===== config.mk =====
export PLATFORM = sky130hd
export DESIGN_NAME = ee_guard
export DESIGN_NICKNAME = d
export VERILOG_FILES = /design/src/hw/ee_guard_pkg.sv /design/src/hw/ee_array.sv /design/src/hw/ee_sync.sv /design/src/hw/ee_guard.sv
export SDC_FILE = /design/constraint.sdc
export NUM_CORES = 1
export LEC_CHECK = 0
export ABC_AREA = 1
export BUFFER_PORTS_ARGS = -buffer_cell sky130_fd_sc_hd__buf_2
export CAP_MARGIN = 15
export CELL_PAD_IN_SITES_DETAIL_PLACEMENT = 1
export CELL_PAD_IN_SITES_GLOBAL_PLACEMENT = 2
export CORE_ASPECT_RATIO = 1.75
export CORE_MARGIN = 5
export CORE_UTILIZATION = 43
export DETAILED_ROUTE_END_ITERATION = 12
export GPL_TIMING_DRIVEN = 1
export PLACE_DENSITY_LB_ADDON = 0.3
export SLEW_MARGIN = 10
export SYNTH_ARGS = -nofsm -noshare
export SYNTH_HDL_FRONTEND = slang
export SYNTH_SLANG_ARGS = --single-unit

===== constraint.sdc =====
create_clock -name clock -period 9.1 [get_ports clock]
set_input_delay 0 -clock clock [delete_from_list [all_inputs] [get_ports clock]]
set_output_delay 0 -clock clock [all_outputs]
set_load 0.02 [all_outputs]

===== src/hw/ee_guard_pkg.sv =====
// Purpose: Shared constants for the data EEPROM write guard
// Assumes: 100 MHz core clock, AXI4-Lite register access
// Notes:   Byte addresses are four times the register index
package ee_guard_pkg;
  // Register indices, byte address is index times four
  localparam logic [7:0] IDX_DATA     = 8'h08;
  localparam logic [7:0] IDX_ADDR     = 8'h09;
  localparam logic [7:0] IDX_CTRL     = 8'h88;
  localparam logic [7:0] IDX_UNLOCK   = 8'h89;
  localparam logic [7:0] IDX_IRQ_STAT = 8'h90;
  localparam logic [7:0] IDX_IRQ_MASK = 8'h91;
  localparam logic [7:0] IDX_CONFIG   = 8'h92;
  // Control register field positions
  localparam int BIT_RD    = 0;
  localparam int BIT_WR    = 1;
  localparam int BIT_PERM  = 2;
  localparam int BIT_ABORT = 3;
  localparam int BIT_DONE  = 4;
  // Interrupt status field positions
  localparam int IRQ_DONE  = 0;
  localparam int IRQ_ABORT = 1;
  // Config read-back positions
  localparam int CFG_DP = 0;
  localparam int CFG_CP = 1;
  // Unlock key bytes
  localparam logic [7:0] KEY_FIRST  = 8'h55;
  localparam logic [7:0] KEY_SECOND = 8'haa;
  // Reset values
  localparam logic [7:0] RST_BYTE  = 8'h00;
  localparam logic [1:0] RST_IRQ   = 2'h0;
  // Power-up delay and EEPROM write time
  localparam int CLK_MHZ         = 100;
  localparam int POWER_UP_MS     = 72;
  localparam int POWER_UP_CYCLES = POWER_UP_MS * 1000 * CLK_MHZ;
  localparam int WRITE_US        = 4;
  localparam int WRITE_CYCLES    = WRITE_US * CLK_MHZ;
  // AXI responses
  localparam logic [1:0] RESP_OKAY   = 2'h0;
  localparam logic [1:0] RESP_SLVERR = 2'h2;
  // Array geometry
  localparam int ADDR_W = 6;
  localparam int DEPTH  = 64;
  // Sequencer states
  typedef enum logic [1:0] {IDLE, WRITING} wr_state_t;
  typedef enum logic [1:0] {UNL_NONE, UNL_ONE, UNL_TWO} unl_state_t;
endpackage


===== src/hw/ee_array.sv =====
// Purpose: Data EEPROM cell array, 64 bytes
// Assumes: Single clock, registered read data
// Notes:   Contents survive rst, as non-volatile cells would
`timescale 1ns/10ps
`default_nettype none
module ee_array (
  // Clock
  input  wire logic       clock,
  // Write port
  input  wire logic       wr_en,
  input  wire logic [5:0] wr_addr,
  input  wire logic [7:0] wr_data,
  // Read port
  input  wire logic [5:0] rd_addr,
  output var  logic [7:0] rd_data
);
  // Cell storage
  logic [7:0] cells [0:63];

  // Write and registered read
  always_ff @(posedge clock) begin
    if (wr_en) begin
      cells[wr_addr] <= wr_data;
    end
    rd_data <= cells[rd_addr];
  end
endmodule // ee_array
`default_nettype wire


===== src/hw/ee_sync.sv =====
// Purpose: Three-stage synchroniser with agreement filter
// Assumes: Asynchronous level input
// Notes:   Output changes once stages two and three agree
`timescale 1ns/10ps
`default_nettype none
module ee_sync (
  // Clock and reset
  input  wire logic clock,
  input  wire logic rst,
  // Level in and out
  input  wire logic async_in,
  output var  logic sync_out
);
  logic s1_reg, s2_reg, s3_reg;  // Synchroniser stages
  logic out_next;                // Filtered next value

  // Accept a change only when later stages agree
  always_comb begin
    out_next = (s2_reg == s3_reg) ? s3_reg : sync_out;
  end

  // Register stages
  always_ff @(posedge clock or posedge rst) begin
    if (rst) begin
      s1_reg   <= 1'b0;
      s2_reg   <= 1'b0;
      s3_reg   <= 1'b0;
      sync_out <= 1'b0;
    end else begin
      s1_reg   <= async_in;
      s2_reg   <= s1_reg;
      s3_reg   <= s2_reg;
      sync_out <= out_next;
    end
  end
endmodule // ee_sync
`default_nettype wire


===== src/hw/ee_guard.sv =====
// Purpose: Data EEPROM access and write guard behind AXI4-Lite
// Assumes: One clock at 100 MHz, power-on reset on rst
// Notes:   Warm resets come in as pins and are synchronised
//
// Functional notes
// - Power-up clears the write permit bit
// - No write while power-up delay runs
// - Write needs permit plus completed unlock
// - Protected data stays readable and writable plain
// - Separate program and data protection settings
// - Config bits read zero when programmed
// - Write-go ignored without permit or unlock, during the power-up delay or mid-write; latched otherwise
// - Completion clears write-go, sets done flag
// - Warm reset mid-write sets abort flag
`timescale 1ns/10ps
`default_nettype none
module ee_guard
  import ee_guard_pkg::*;
#(
  parameter int POWER_UP_CNT = POWER_UP_CYCLES  // Power-up delay in cycles
) (
  // Clock and power-on reset
  input  wire logic        clock,
  input  wire logic        rst,
  // Warm reset requests from pins
  input  wire logic        external_reset_pin_n,
  input  wire logic        watchdog_reset,
  // Configuration straps, 0 means programmed
  input  wire logic        program_protect,
  input  wire logic        data_protect,
  // AXI4-Lite write address
  input  wire logic [11:0] s_axi_awaddr,
  input  wire logic        s_axi_awvalid,
  output var  logic        s_axi_awready,
  // AXI4-Lite write data
  input  wire logic [31:0] s_axi_wdata,
  input  wire logic [3:0]  s_axi_wstrb,
  input  wire logic        s_axi_wvalid,
  output var  logic        s_axi_wready,
  // AXI4-Lite write response
  output var  logic [1:0]  s_axi_bresp,
  output var  logic        s_axi_bvalid,
  input  wire logic        s_axi_bready,
  // AXI4-Lite read address
  input  wire logic [11:0] s_axi_araddr,
  input  wire logic        s_axi_arvalid,
  output var  logic        s_axi_arready,
  // AXI4-Lite read data
  output var  logic [31:0] s_axi_rdata,
  output var  logic [1:0]  s_axi_rresp,
  output var  logic        s_axi_rvalid,
  input  wire logic        s_axi_rready,
  // Interrupt
  output var  logic        irq
);
  // Maps an index to its byte address
  function automatic logic [11:0] byte_addr(input logic [7:0] idx);
    byte_addr = {2'b00, idx, 2'b00};
  endfunction

  // Warm reset sync outputs and event
  logic ext_rst_s, wdt_s;  // Synchronised warm reset pins
  logic warm_rst;          // Either warm reset active
  // Held address and data words
  logic [11:0] aw_reg, aw_next;
  logic [31:0] wd_reg, wd_next;
  logic [3:0]  ws_reg, ws_next;
  logic        aw_ok_reg, aw_ok_next, wd_ok_reg, wd_ok_next;
  logic        bvalid_next, rvalid_next;
  logic [1:0]  bresp_next, rresp_next;
  logic [31:0] rdata_next;
  // Registers
  logic [7:0]  data_reg, data_next;
  logic [7:0]  addr_reg, addr_next;
  logic        perm_reg, perm_next;
  logic        go_reg, go_next;
  logic        done_reg, done_next;
  logic        abort_reg, abort_next;
  logic [1:0]  mask_reg, mask_next;
  logic        rd_pend_reg, rd_pend_next;
  // Unlock tracker and sequencer
  unl_state_t  unl_reg, unl_next;
  wr_state_t   st_reg, st_next;
  logic [31:0] cnt_reg, cnt_next;
  logic [31:0] pwr_reg, pwr_next;
  // Array port
  logic        arr_we;
  logic [7:0]  arr_q;
  // Decoded write
  logic        do_write;
  logic [7:0]  wbyte;

  // Warm reset pins through three stages
  ee_sync u_sync_ext (
    .clock    (clock),
    .rst      (rst),
    .async_in (~external_reset_pin_n),
    .sync_out (ext_rst_s)
  );
  ee_sync u_sync_wdt (
    .clock    (clock),
    .rst      (rst),
    .async_in (watchdog_reset),
    .sync_out (wdt_s)
  );
  assign warm_rst = ext_rst_s | wdt_s;

  // Data array; protection straps never gate access
  ee_array u_array (
    .clock   (clock),
    .wr_en   (arr_we),
    .wr_addr (addr_reg[ADDR_W-1:0]),
    .wr_data (data_reg),
    .rd_addr (addr_reg[ADDR_W-1:0]),
    .rd_data (arr_q)
  );

  // Bus handshakes, combinational
  assign s_axi_awready = ~aw_ok_reg & ~s_axi_bvalid;
  assign s_axi_wready  = ~wd_ok_reg & ~s_axi_bvalid;
  assign s_axi_arready = ~s_axi_rvalid;
  assign do_write = aw_ok_reg & wd_ok_reg & ~s_axi_bvalid;
  assign wbyte    = wd_reg[7:0];

  // Bus channel next values
  always_comb begin
    aw_next = aw_reg;
    wd_next = wd_reg;
    ws_next = ws_reg;
    aw_ok_next = aw_ok_reg;
    wd_ok_next = wd_ok_reg;
    bvalid_next = s_axi_bvalid;
    bresp_next = s_axi_bresp;
    rvalid_next = s_axi_rvalid;
    rresp_next = s_axi_rresp;
    rdata_next = s_axi_rdata;
    // Capture address and data in either order
    if (s_axi_awvalid && s_axi_awready) begin
      aw_next = s_axi_awaddr;
      aw_ok_next = 1'b1;
    end
    if (s_axi_wvalid && s_axi_wready) begin
      wd_next = s_axi_wdata;
      ws_next = s_axi_wstrb;
      wd_ok_next = 1'b1;
    end
    // Answer once both are held
    if (do_write) begin
      aw_ok_next = 1'b0;
      wd_ok_next = 1'b0;
      bvalid_next = 1'b1;
      case (aw_reg)
        byte_addr(IDX_DATA), byte_addr(IDX_ADDR), byte_addr(IDX_CTRL),
        byte_addr(IDX_UNLOCK), byte_addr(IDX_IRQ_STAT), byte_addr(IDX_IRQ_MASK),
        byte_addr(IDX_CONFIG): bresp_next = RESP_OKAY;
        default: bresp_next = RESP_SLVERR;
      endcase
    end else if (s_axi_bvalid && s_axi_bready) begin
      bvalid_next = 1'b0;
    end
    // Reads answer one cycle after the address
    if (s_axi_arvalid && s_axi_arready) begin
      rvalid_next = 1'b1;
      rresp_next = RESP_OKAY;
      rdata_next = 32'h0000_0000;
      case (s_axi_araddr)
        byte_addr(IDX_DATA): rdata_next[7:0] = data_reg;
        byte_addr(IDX_ADDR): rdata_next[7:0] = addr_reg;
        byte_addr(IDX_CTRL): rdata_next[7:0] = {3'b000, done_reg, abort_reg, perm_reg, go_reg, 1'b0};
        byte_addr(IDX_UNLOCK): rdata_next[7:0] = 8'h00;
        byte_addr(IDX_IRQ_STAT): rdata_next[1:0] = {abort_reg, done_reg};
        byte_addr(IDX_IRQ_MASK): rdata_next[1:0] = mask_reg;
        // two straps read back raw, 0 = programmed
        byte_addr(IDX_CONFIG): rdata_next[1:0] = {program_protect, data_protect};
        default: rresp_next = RESP_SLVERR;
      endcase
    end else if (s_axi_rvalid && s_axi_rready) begin
      rvalid_next = 1'b0;
    end
  end

  // Register file and write guard next values
  always_comb begin
    data_next = data_reg;
    addr_next = addr_reg;
    perm_next = perm_reg;
    go_next = go_reg;
    done_next = done_reg;
    abort_next = abort_reg;
    mask_next = mask_reg;
    unl_next = unl_reg;
    rd_pend_next = 1'b0;
    st_next = st_reg;
    cnt_next = cnt_reg;
    pwr_next = pwr_reg;
    arr_we = 1'b0;
    // Power-up delay countdown
    if (pwr_reg != 32'h0000_0000) begin
      pwr_next = pwr_reg - 32'h0000_0001;
    end
    // Read result lands in the data register
    if (rd_pend_reg) begin
      data_next = arr_q;
    end
    // Software writes, low byte lane only
    if (do_write && ws_reg[0]) begin
      // Any register write except a correct unlock key breaks the sequence
      unl_next = UNL_NONE;
      case (aw_reg)
        byte_addr(IDX_DATA): begin
          data_next = wbyte;
        end
        byte_addr(IDX_ADDR): begin
          addr_next = wbyte;
        end
        byte_addr(IDX_UNLOCK): begin
          if (wbyte == KEY_FIRST) begin
            unl_next = UNL_ONE;
          end else if (wbyte == KEY_SECOND && unl_reg == UNL_ONE) begin
            unl_next = UNL_TWO;
          end
        end
        byte_addr(IDX_CTRL): begin
          perm_next = wbyte[BIT_PERM];
          // Flags clear by software writing zero
          if (!wbyte[BIT_DONE]) begin
            done_next = 1'b0;
          end
          if (!wbyte[BIT_ABORT]) begin
            abort_next = 1'b0;
          end
          // Read start, data arrives next cycle
          if (wbyte[BIT_RD] && st_reg == IDLE) begin
            rd_pend_next = 1'b1;
          end
          if (wbyte[BIT_WR] && perm_reg && unl_reg == UNL_TWO && st_reg == IDLE && !go_reg
              && pwr_reg == 32'h0000_0000) begin
            go_next = 1'b1;
            st_next = WRITING;
            cnt_next = 32'(WRITE_CYCLES);
          end
        end
        byte_addr(IDX_IRQ_STAT): begin
          if (wbyte[IRQ_DONE]) begin
            done_next = 1'b0;
          end
          if (wbyte[IRQ_ABORT]) begin
            abort_next = 1'b0;
          end
        end
        byte_addr(IDX_IRQ_MASK): begin
          mask_next = wbyte[1:0];
        end
        default: begin
          unl_next = UNL_NONE;
        end
      endcase
    end
    // Write sequencer; permit changes do not stop it
    case (st_reg)
      IDLE: begin
      end
      WRITING: begin
        if (cnt_reg == 32'h0000_0001) begin
          // finish clears go, sets done (set wins)
          arr_we = 1'b1;
          go_next = 1'b0;
          done_next = 1'b1;
          st_next = IDLE;
        end else begin
          cnt_next = cnt_reg - 32'h0000_0001;
        end
      end
      default: begin
        st_next = IDLE;
      end
    endcase
    // warm reset aborts write, keeps data and address
    if (warm_rst) begin
      if (st_reg == WRITING) begin
        abort_next = 1'b1;
      end
      arr_we = 1'b0;
      go_next = 1'b0;
      st_next = IDLE;
      unl_next = UNL_NONE;
      rd_pend_next = 1'b0;
      data_next = data_reg;
      addr_next = addr_reg;
      done_next = done_reg;
    end
  end

  // Interrupt level from unmasked sticky bits
  assign irq = |({abort_reg, done_reg} & mask_reg);

  // Register all state
  always_ff @(posedge clock or posedge rst) begin
    if (rst) begin
      aw_reg <= 12'h000;
      wd_reg <= 32'h0000_0000;
      ws_reg <= 4'h0;
      aw_ok_reg <= 1'b0;
      wd_ok_reg <= 1'b0;
      s_axi_bvalid <= 1'b0;
      s_axi_bresp <= RESP_OKAY;
      s_axi_rvalid <= 1'b0;
      s_axi_rresp <= RESP_OKAY;
      s_axi_rdata <= 32'h0000_0000;
      data_reg <= RST_BYTE;
      addr_reg <= RST_BYTE;
      perm_reg <= 1'b0;
      go_reg <= 1'b0;
      done_reg <= 1'b0;
      abort_reg <= 1'b0;
      mask_reg <= RST_IRQ;
      rd_pend_reg <= 1'b0;
      unl_reg <= UNL_NONE;
      st_reg <= IDLE;
      cnt_reg <= 32'h0000_0000;
      pwr_reg <= 32'(POWER_UP_CNT);
    end else begin
      aw_reg <= aw_next;
      wd_reg <= wd_next;
      ws_reg <= ws_next;
      aw_ok_reg <= aw_ok_next;
      wd_ok_reg <= wd_ok_next;
      s_axi_bvalid <= bvalid_next;
      s_axi_bresp <= bresp_next;
      s_axi_rvalid <= rvalid_next;
      s_axi_rresp <= rresp_next;
      s_axi_rdata <= rdata_next;
      data_reg <= data_next;
      addr_reg <= addr_next;
      perm_reg <= perm_next;
      go_reg <= go_next;
      done_reg <= done_next;
      abort_reg <= abort_next;
      mask_reg <= mask_next;
      rd_pend_reg <= rd_pend_next;
      unl_reg <= unl_next;
      st_reg <= st_next;
      cnt_reg <= cnt_next;
      pwr_reg <= pwr_next;
    end
  end
endmodule // ee_guard
`default_nettype wire


==> After elaboration in Yosys (flattened, before gate mapping) <==
Memories as Yosys holds them, arrays and structs flattened. A register that Yosys moved wholly into a read port is not among the register bits.
Index checks and enable logic that the tools add are counted.
{ "classes": {"n_mux": 58, "n_eq_ne": 22, "add_sub_neg": 2, "n_reduce_logical": 28, "bitwise": 12} }
{ "op_table": {"columns": ["operator", "n"], "rows": [
  ["$mux 32", 5],
  ["$eq 12x10->1 const B", 10],
  ["$sub 32x1->32 const B", 2],
  ["$eq 12x6->1 const B", 4],
  ["$mux 1", 33],
  ["$eq 32x1->1 const B", 1],
  ["$logic_not 32->1", 1],
  ["$reduce_bool 32->1", 1],
  ["$mux 2", 12],
  ["$mux 8", 3],
  ["$pmux 6 s3", 1],
  ["$reduce_or 7->1", 2],
  ["$logic_and 1x1->1", 13],
  ["$pmux 2 s6", 1],
  ["$reduce_bool 2->1", 5],
  ["$eq 8x7->1 const B", 1],
  ["$eq 8x8->1 const B", 1],
  ["$not 1->1", 6],
  ["$and 1x1->1", 4],
  ["$eq 2x1->1 const B", 2],
  ["$pmux 1 s2", 2],
  ["$pmux 2 s2", 1],
  ["$reduce_and 2->1", 2],
  ["$reduce_and 3->1", 1],
  ["7 further kinds", 8]
]} }
{ "word_totals": {"input_bits": 71, "out_inout_bits": 42, "ram_bits": 512, "mem_count": 1, "ff_bits": 136} }
{ "memory_table": {"columns": ["memory", "words", "width", "rd", "rd_ports_with_merged_regs", "write_ports", "line", "text"], "rows": [
  ["u_array.cells", 64, 8, 1, 1, 1, "ee_array.sv:18", "logic [7:0] cells [0:63];"]
]} }

==> Logic depth before layout (Yosys ltp) <==
Gate-level depths: netlist of run 1.
{ "logic_depth": {"ltp_word": 11, "depth_mapped": 13} }

==> Modules after synthesis <==
From an unflattened synthesis of run 1, not the netlist that was laid out.
{ "unflattened": {"hier_cells": 2865, "area_unflattened_um2": 29283.1} }
{ "by_module_without_submodules": {"columns": ["mod", "instances", "seq_area_each_um2", "area_each_um2", "cells_each"], "rows": [
  ["ee_array", 1, 15534.9, 21339.2, 1805],
  ["ee_guard", 1, 3166.8, 7703.6, 1042],
  ["ee_sync", 2, 100.1, 120.1, 9]
]} }

==> Worst setup path before layout of run 1 <==
Ideal clock, no wire load.
{ "synth_timing": {"path_kind": "reg-to-reg", "startpoint": "reg cnt_reg[1]", "endpoint": "mem u_array.cells[0][0] (enable)", "path_stages_with_launch": 9, "arrival_time_ps": 1813, "n_path_buf": 0, "setup_ps": 370, "path_slack_ps": 6917, "cell_sequence": "dfrtp_1 > inv_1 > ha_1 > nand2_1 > nor2_2 > nand4_4 > nor2_8 > nand3_4 > nor2_1"} }
{ "synth_between": {"elab_chain_cells": 6} }
{ "synth_lines": {"columns": ["element", "line", "text"], "rows": [
  ["start: declaration", "ee_guard.sv:84", "logic [31:0] cnt_reg, cnt_next;"],
  ["start signal: assignment", "ee_guard.sv:343", "cnt_reg <= cnt_next;"],
  ["$eq 32x1->1", "ee_guard.sv:264", "if (cnt_reg == 32'h0000_0001) begin"],
  ["$mux 1", "ee_guard.sv:264", null],
  ["$mux 1", "ee_guard.sv:260", "case (st_reg)"],
  ["$mux 1", "ee_guard.sv:279", "if (warm_rst) begin"],
  ["$mux 1", "ee_array.sv:22", "if (wr_en) begin"],
  ["$mux 1 (not written as such)", "ee_array.sv:23", "cells[wr_addr] <= wr_data;"],
  ["end: declaration", "ee_array.sv:18", null]
]} }
Every way passes these cells.

==> results of run 1 <==
==> cells in the mapped netlist, drive strengths merged <==
| library cell | count |
|---|---|
| or2 | 10 |
| clkinv | 3 |
| o31ai | 1 |
| nand4 | 28 |
| o2111ai | 1 |
| a31o | 1 |
| dfxtp | 8 |
| nor4 | 6 |
| clkbuf | 64 |
| conb | 1 |
| a21o | 2 |
| nand3b | 4 |
| o22ai | 2 |
| dfstp | 11 |
| nor3 | 27 |
| maj3 | 2 |
| inv | 145 |
| o21ai | 84 |
| buf | 88 |
| xor2 | 13 |
| nor2 | 260 |
| a21oi | 100 |
| or3 | 1 |
| o211ai | 11 |
| ha | 4 |
| xnor2 | 3 |
| nand3 | 108 |
| mux2 | 11 |
| a22o | 1 |
| nand2 | 1510 |
| edfxtp | 512 |
| dfrtp | 123 |
==> metrics by stage <==
step	hold slack, ns	setup WS (ns)	cell area (um2)	cells
after floorplan	0.0314	5.54	29700	3171
after global routing	0.0624	5.34	32900	4159
after detailed placement	0.110	5.52	30500	4007
after global placement	0.112	5.56	30500	4007
after CTS	0.00423	5.50	32900	4159
final	0.0204	5.53	32900	4159
==> worst max path at each step <==
stage	start	end
6_report	addr_reg[0]	u_array.rd_data[0]
5_1_grt	addr_reg[0]	u_array.rd_data[0]
4_1_cts	addr_reg[0]	u_array.rd_data[0]
3_5_place_dp	addr_reg[0]	u_array.rd_data[0]
3_3_place_gp	addr_reg[0]	u_array.rd_data[0]
2_1_floorplan	rst	abort_reg
==> cell type report <==
class	count	share of cell area (%)
multi-input combinational	2217	28.6
sequential	654	57.5
inverter	148	1.73
clock buffer	85	5.00
clock inverter	25	0.898
tap	903	3.44
timing repair buffer	127	2.77
==> repair_timing <==
item                      4_1_cts  5_1_grt
hold buffers                   42        0
hold endpoints to repair      103        0
buffers inserted                0        0
==> power by group <==
group / leakage [nW] / switching, W / total [W] / internal [W]
Clock: 0.941 / 0.00113 / 0.00253 / 0.00141
Combinational: 6.66 / 0.000163 / 0.000241 / 0.0000772
Sequential: 7.74 / 0.0000414 / 0.00328 / 0.00324
==> kinds of logic after synthesis <==
logic type	synth area share [%]
AOI/OAI and AO/OA	3.61
xor gates and xnor gates	0.474
adders and majority gates	0.237
buffers and inverters	4.57
DFF	63.9
muxes	0.419
other	0.0127
and+or+nand+nor	26.7
==> metal layers <==
| metal | wire length (um) | vias up | GRT usage, % |
|---|---|---|---|
| met3 | 2610 | 160 | 2.13 |
| met5 | 0 | - | 0 |
| met1 | 32300 | 10900 | 24.8 |
| li1 | - | 10300 | - |
| met2 | 47800 | 398 | 45.4 |
| met4 | 2970 | 0 | 7.48 |
==> worst max-delay path: stages (launching register included) <==
cell,delay [ns]
dfrtp_4,0.76
buf_4,0.82
buf_4,0.76
nand2_1,0.13
nand2_1,0.11
nand2_1,0.05
nand2_1,0.10
nand2_1,0.05
nand2_1,0.17
nand2_1,0.15
nand2_1,0.18
nor2_1,0.07
nand2_1,0.06
==> metrics.md, run 1 <==
| Metric | Value |
|---|---|
| FF+latch area | `18900 um2` |
| Utilization after layout | `48.1%` |
| Max Cap Viol | `0` |
| Max reg flops | `512` |
| Clock slew at reported path FFs | `0.07 ns` |
| H-Tree Depth | `2` |
| Setup violations, final | `0` |
| RSZ-0062 raised after global routing | `no` |
| Final period util | `39.2%` |
| Drt via density | `5.23` |
| Total gr overflow | `0` |
| Final hold vios | `0` |
| # fillers | `7775` |
| IO Port Bufs | `59` |
| Initial antenna violation count | `0` |
| Sequential-to-total area share from yosys stat | `63.9%` |
| Pwr dens | `184 nW/um2` |
| CTS sink cnt | `654` |
| Synth top area cells | `edfxtp_1 52%, nand2_1 19%, dfrtp_1 10%` |
| Overall Power | `0.00606 W` |
| Share of the synthesized area in the top cell type | `52.0%` |
| Core ar. | `68300 um2` |
| Avg Synthesized Cell Area | `9.40 um2` |
| ANT nets after route | `0` |
| # DRC | `0` |
| Relative slew slack | `30.5%` |
| CP arrival | `4.14 ns` |
| Post-layout net count | `3281` |
| Max FO, Critical Path | `79` |
| Num ports | `113` |
| Setup TNS | `0 ns` |
| Yosys warnings | `0` |
| Vias in the first global route | `23500` |
| DPL Wire Length | `54.3 mm` |
| Worst-margin pin slew | `1.04 ns` |
| Reg2Reg Depth | `12` |
| Cells after Synth | `3145` |
| Area of the multi-input gates | `9420 um2` |
| Pleak | `15.3 nW` |
| Hold path start | `s_axi_araddr[9]` |
| Drt initial violations | `1127` |
| Leading area contributor after synthesis | `edfxtp_1` |
| CP startpoint kind | `flip-flop` |
| WL/cell | `20.6 um` |
| Die H | `357 um` |
| Critical R2R Capture | `u_array.rd_data[0]` |
| Synth Register Bits | `654` |
| Clk_lat worst skew | `0.63 ns` |
| Crit. End Element | `flip-flop` |
| Pre-antenna DRT Iters | `5` |
| Worst reg2reg setup slack | `5.53 ns` |
| Die W | `208 um` |
| Post-synth cell types | `49` |
| R2r startpoint | `addr_reg[0]` |
| Fmax | `280 MHz` |
| Most frequent cells in the layout | `1505 x nand2_1, 512 x edfxtp_1, 240 x nor2_1, 138 x inv_1, 112 x dfrtp_1` |
| WHS Endpoint | `s_axi_rdata[5]` |
| GPL Wtd Cong | `0.841` |
| Clock skew | `0.0314 ns` |
| Outcome | `finished clean` |
| # rows | `127` |
| CTS buffer count | `58` |
| Crit path kind | `reg -> reg` |
| CTS tree | `done` |
| Layout cell share with drive strength beyond 1 | `8.42%` |
| Diodes inserted | `0` |
| Total Routing Usage GR | `22.7%` |
| First-pass GRT wire length | `133 mm` |
| Max Slew Vio Count | `0` |
| Final period demand of the worst path | `3.57 ns` |
| CTS resizes | `0` |
| Starting density of the core | `43.3%` |
| Vias | `21700` |
| CP required | `9.67 ns` |
| Die area | `74300 um2` |
| Worst Hold Depth | `6` |
| Largest net degree at the start of global routing | `108` |
| Root buffer cell | `clkbuf_16` |
| VDD IR max | `231 uV` |
| Hold WC Path Type | `in -> reg` |
| Drt total wl | `85.7 mm` |
| Mapped cell area | `29600 um2` |
| Area delta synth->final | `11.2%` |
| Max Root-Sink Buffers | `3` |
| Commonest non-fill, non-tap cell in the layout | `nand2_1` |
Note: power is estimated with default switching activity, not from simulation.
==> run 2: changes to the inputs <==
- CORE_UTILIZATION: 43 -> 40
- clock period: 9.1 -> 3.46 ns (I/O delays scaled with it)
==> run 2 against run 1 <==
Effect of this change: non-clock buffer count grew 78; sequential power grew to 2.6 times the previous value; final cell count grew 2.8%; utilization decreased by 2.5 points; combinational power grew to 2.7 times the previous value; clock skew fell by 0.0039 ns; sequential cell count stayed put; wire length up 2.5%; via count increased by 1.6%; global-route usage shrank 0.88 points; critical path type is now in -> reg.
==> metrics.md, run 2 (synthesized netlist as in run 1, its figures left out) <==
| Metric | Value |
|---|---|
| Num ports | `113` |
| CTS sink cnt | `654` |
| H-Tree Depth | `2` |
| Setup violations, final | `0` |
| Drt initial violations | `1118` |
| Outcome | `finished clean` |
| Drt via density | `5.17` |
| FF+latch area | `18900 um2` |
| CP arrival | `3.58 ns` |
| CTS resizes | `0` |
| Hold path start | `s_axi_araddr[9]` |
| Area delta synth->final | `13.8%` |
| Most frequent cells in the layout | `1505 x nand2_1, 512 x edfxtp_1, 240 x nor2_1, 138 x inv_1, 112 x dfrtp_1` |
| Clock skew | `0.0275 ns` |
| Pwr dens | `476 nW/um2` |
| Die H | `370 um` |
| Area after DPL | `31200 um2` |
| Core ar. | `73700 um2` |
| Crit path kind | `in -> reg` |
| Setup TNS | `0 ns` |
| RSZ-0062 raised after global routing | `no` |
| Vias in the first global route | `24300` |
| Worst Hold Depth | `6` |
| Vias | `22100` |
| Final period demand of the worst path | `3.00 ns` |
| Pre-antenna DRT Iters | `7` |
| Relative slew slack | `27.0%` |
| Max Cap Viol | `0` |
| Area of the multi-input gates | `9420 um2` |
| Worst reg2reg setup slack | `0.58 ns` |
| Setup bufs post-CTS | `0` |
| VDD IR max | `506 uV` |
| R2r startpoint | `cnt_reg[1]` |
| Hold WC Path Type | `in -> reg` |
| CP max-delay cell | `dlygate4sd3_1` |
| Root buffer cell | `clkbuf_16` |
| Delay of the slowest cell on the worst path | `0.62 ns` |
| Crit. End Element | `flip-flop` |
| CP cell instances | `dlygate4sd3_1, buf_2, nor2_1, dlygate4sd3_1, nand3_1, nand3b_1, dlygate4sd3_1, nand2_1, dlygate4sd3_1, nor2_1, dlygate4sd3_1, a21oi_1` |
| Max Root-Sink Buffers | `3` |
| DPL Wire Length | `57.6 mm` |
| WL/cell | `20.5 um` |
| Worst-margin pin slew | `1.10 ns` |
| ANT nets after route | `0` |
| Die area | `79700 um2` |
| Final hold vios | `0` |
| Max Slew Vio Count | `0` |
| WHS Endpoint | `s_axi_rdata[5]` |
| Most numerous cell on the critical path | `dlygate4sd3_1` |
| Reg2Reg Depth | `8` |
| Crit-path leading delay family | `buffers and inverters` |
| Design area | `33600 um2` |
| Pleak | `15.8 nW` |
| CP required | `4.04 ns` |
| Largest net degree at the start of global routing | `130` |
| Diodes inserted | `0` |
| Post-layout net count | `3361` |
| # rows | `132` |
| Clock slew at reported path FFs | `0.07 ns` |
| # fillers | `8375` |
| Buffers & Inverters on Critical Path | `6` |
| Commonest non-fill, non-tap cell in the layout | `nand2_1` |
| Clk_lat worst skew | `0.65 ns` |
| Critical R2R Capture | `u_array.cells[4][2]` |
| IO Port Bufs | `59` |
| CTS buffer count | `60` |
| Fmax | `333 MHz` |
| # DRC | `0` |
| CP startpoint kind | `primary input` |
| CTS tree | `done` |
| Max FO, Critical Path | `3` |
| Max reg flops | `512` |
| Cts hold-fix bufs | `49` |
| Final period util | `86.8%` |
| GPL Wtd Cong | `0.815` |
| Total gr overflow | `0` |
| Total Routing Usage GR | `21.8%` |
| Starting density of the core | `40.1%` |
| First-pass GRT wire length | `137 mm` |
| Initial antenna violation count | `0` |
| Layout cell share with drive strength beyond 1 | `10.3%` |
| Die W | `216 um` |
| Drt total wl | `87.8 mm` |
run 2: routing by layer:
layer / share of wire [%] / GRT usage (%)
met4: 3.7 / 7.73
met1: 38 / 24.2
met3: 2.9 / 2.28
met2: 55 / 42.7
met5: 0 / 0
run 2: area by class of cell:
class,instances,area share [%]
tap,938,3.49
sequential,654,56.2
clock inverter,31,0.811
multi-input combinational,2217,28.0
inverter,148,1.68
timing repair buffer,205,4.80
clock buffer,82,5.00
run 2: how the worst max path moves through the flow:
stage          cells past startpoint             endpoint       startpoint  slack, ns
5_1_grt                           13       s_axi_rdata[0]  s_axi_araddr[0]       0.30
3_5_place_dp                       8  u_array.cells[4][2]       cnt_reg[1]       0.56
3_3_place_gp                       8  u_array.cells[4][2]       cnt_reg[1]       0.63
6_report                          12       s_axi_rdata[1]  s_axi_araddr[1]       0.46
2_1_floorplan                      8  u_array.cells[0][0]       cnt_reg[1]       1.28
4_1_cts                           13       s_axi_rdata[0]  s_axi_araddr[1]       0.51
run 2: worst reg2reg max path: stages (launching register included):
cell and delay [ns]:
dfrtp_1 0.41, inv_1 0.10, ha_1 0.18, nand2_1 0.07, nor2_2 0.15, nand4_4 0.25
nor2_8 0.36, nand3_4 0.31, nor2_1 0.68
run 2: report_power, final:
group          total [W]  switching [W]  leakage [nW]  internal (W)
registers        0.00863       0.000101          7.74       0.00853
clock network    0.00674        0.00303         0.960       0.00371
logic           0.000648       0.000438          7.10      0.000211
total             0.0160        0.00357          15.8        0.0124
run 2: through the flow:
stage / utilization (%) / power, W / hold WS (ns) / setup slack (ns) / cells
4_1_cts: 45.7 / 0.0162 / 0.00473 / 0.508 / 4274
2_1_floorplan: - / 0.00920 / 0.0314 / 1.28 / 3171
3_5_place_dp: 42.3 / 0.00940 / -0.0872 / 0.562 / 4112
6_report: 45.7 / 0.0160 / 0.0473 / 0.455 / 4275
5_1_grt: 45.7 / 0.0166 / 0.0661 / 0.303 / 4275
3_3_place_gp: 42.3 / 0.00937 / -0.0905 / 0.632 / 4112
==> run 3: changes to the inputs <==
- HOLD_SLACK_MARGIN: not set -> 0.06
- REMOVE_ABC_BUFFERS: not set -> 1
- TNS_END_PERCENT: not set -> 20
==> run 3 against run 2 <==
Effect of this change: combinational power grew 12%; sequential cell count unchanged; via count is 0.42% lower; count of clock-buffer cells in the layout down 20.
==> metrics.md, run 3 (synthesized netlist as in run 1, its figures left out) <==
| Metric | Value |
|---|---|
| Outcome | `finished clean` |
| CP arrival | `3.80 ns` |
| R2r startpoint | `data_reg[1]` |
| Worst Hold Depth | `4` |
| WHS Endpoint | `aw_reg[6]` |
| Die area | `79700 um2` |
| CP startpoint kind | `primary input` |
| Max reg flops | `512` |
| Num ports | `113` |
| WL/cell | `20.1 um` |
| Final period util | `93.8%` |
| Max FO, Critical Path | `4` |
| Largest net degree at the start of global routing | `131` |
| Setup bufs post-CTS | `0` |
| H-Tree Depth | `2` |
| Worst reg2reg setup slack | `0.36 ns` |
| CP required | `4.01 ns` |
| Fin worst setup slack | `0.213 ns` |
| Max Slew Vio Count | `0` |
| ANT nets after route | `0` |
| Clk_lat worst skew | `0.63 ns` |
| Fmax | `308 MHz` |
| Pleak | `16.0 nW` |
| CTS sink cnt | `654` |
| Pwr dens | `496 nW/um2` |
| Drt via density | `5.13` |
| Hold slack | `0.0974 ns` |
| Pre-antenna DRT Iters | `4` |
| Vias in the first global route | `24000` |
| Cts hold-fix bufs | `57` |
| Max Cap Viol | `0` |
| # rows | `132` |
| First-pass GRT wire length | `133 mm` |
| Post-Place Worst Slack | `0.561 ns` |
| CTS tree | `done` |
| Clock slew at reported path FFs | `0.07 ns` |
| GPL Wtd Cong | `0.824` |
| Relative slew slack | `27.6%` |
| Post-layout net count | `3376` |
| RSZ-0062 raised after global routing | `no` |
| Commonest non-fill, non-tap cell in the layout | `nand2_1` |
| Starting density of the core | `40.1%` |
| VDD IR max | `518 uV` |
| Area delta synth->final | `15.1%` |
| Diodes inserted | `0` |
| Crit path kind | `in -> reg` |
| Hold path start | `s_axi_awvalid` |
| Reg2Reg Depth | `7` |
| Vias | `22000` |
| # placed instances | `4121` |
| Initial antenna violation count | `0` |
| # DRC | `0` |
| Hold WC Path Type | `in -> reg` |
| Worst-margin pin slew | `1.09 ns` |
| IO Port Bufs | `59` |
| Drt total wl | `86.2 mm` |
| Most frequent cells in the layout | `1505 x nand2_1, 512 x edfxtp_1, 240 x nor2_1, 138 x inv_1, 112 x dfrtp_1` |
| Final hold vios | `0` |
| Setup violations, final | `0` |
| Total gr overflow | `0` |
| Drt initial violations | `916` |
| Max Root-Sink Buffers | `3` |
| Root buffer cell | `clkbuf_16` |
| Critical R2R Capture | `s_axi_rdata[1]` |
| DPL Wire Length | `55.9 mm` |
| CTS buffer count | `59` |
| Die H | `370 um` |
| Crit. End Element | `flip-flop` |
| Clock skew | `0.0246 ns` |
| CTS resizes | `0` |
| Setup TNS | `0 ns` |
| Total Routing Usage GR | `21.3%` |
| Final period demand of the worst path | `3.25 ns` |
| Die W | `216 um` |
| Core ar. | `73700 um2` |
| Fin cells | `4290` |
| Layout cell share with drive strength beyond 1 | `11.0%` |
[run 3: cell types whose count changed in the layout (fill, tap and decap cells not counted), sizes merged]
cell,change
bufinv,+13
dlygate4sd3,+8
clkinv,-5
buf,+8
clkinvlp,+5
clkbuf,-20
inv,+6
[run 3: critical path: stages]
cell,delay (ns)
dlygate4sd3_1,0.53
buf_2,0.13
inv_1,0.06
nand4_1,0.18
nor2_1,0.31
nand3b_1,0.12
dlygate4sd3_1,0.57
nand2_1,0.07
dlygate4sd3_1,0.55
nor2_1,0.04
dlygate4sd3_1,0.55
a21oi_1,0.12
dlygate4sd3_1,0.56
[run 3: how the worst max path moves through the flow]
stage	from	depth (start not counted)	to
floorplan	addr_reg[0]	4	u_array.cells[11][0]
CTS	s_axi_araddr[8]	13	s_axi_rdata[1]
finish	s_axi_araddr[8]	13	s_axi_rdata[1]
global route	s_axi_araddr[8]	13	s_axi_rdata[1]
global placement	cnt_reg[1]	8	u_array.cells[26][2]
detailed placement	cnt_reg[1]	8	u_array.cells[26][0]
[run 3: layout make-up]
class | count | area, um2
fillers | 8369 | 39600
repair buffers | 221 | 1720
multi-input cells | 2217 | 9420
clock buffers | 62 | 1500
flip-flops and latches | 654 | 18900
inverters | 148 | 568
well taps | 938 | 1170
clock inverters | 50 | 742
[run 3: metal layers]
metal	track usage [%]	routed length [um]	vias to the layer above	part of all wire, %
met4	9.29	4150	0	4.8
li1	-	-	10500	-
met1	22.8	31900	10900	37
met2	41.9	47400	402	55
met5	0	0	-	0
met3	2.15	2740	184	3.2
[run 3: through the flow]
step	utilization, %	instance area (um2)	total power (W)
after floorplan	-	28900	0.00917
after global placement	42.4	31200	0.00938
after detailed placement	42.4	31200	0.00941
after CTS	46.2	34000	0.0170
after global routing	46.2	34000	0.0175
final	46.2	34000	0.0169
[run 3: report_power, final]
part | internal [W] | total, W | leakage [nW] | switching, W
Sequential | 0.00852 | 0.00862 | 7.74 | 0.0000987
Clock | 0.00445 | 0.00753 | 1.07 | 0.00308
Combinational | 0.000269 | 0.000727 | 7.16 | 0.000457
Total | 0.0132 | 0.0169 | 16.0 | 0.00364
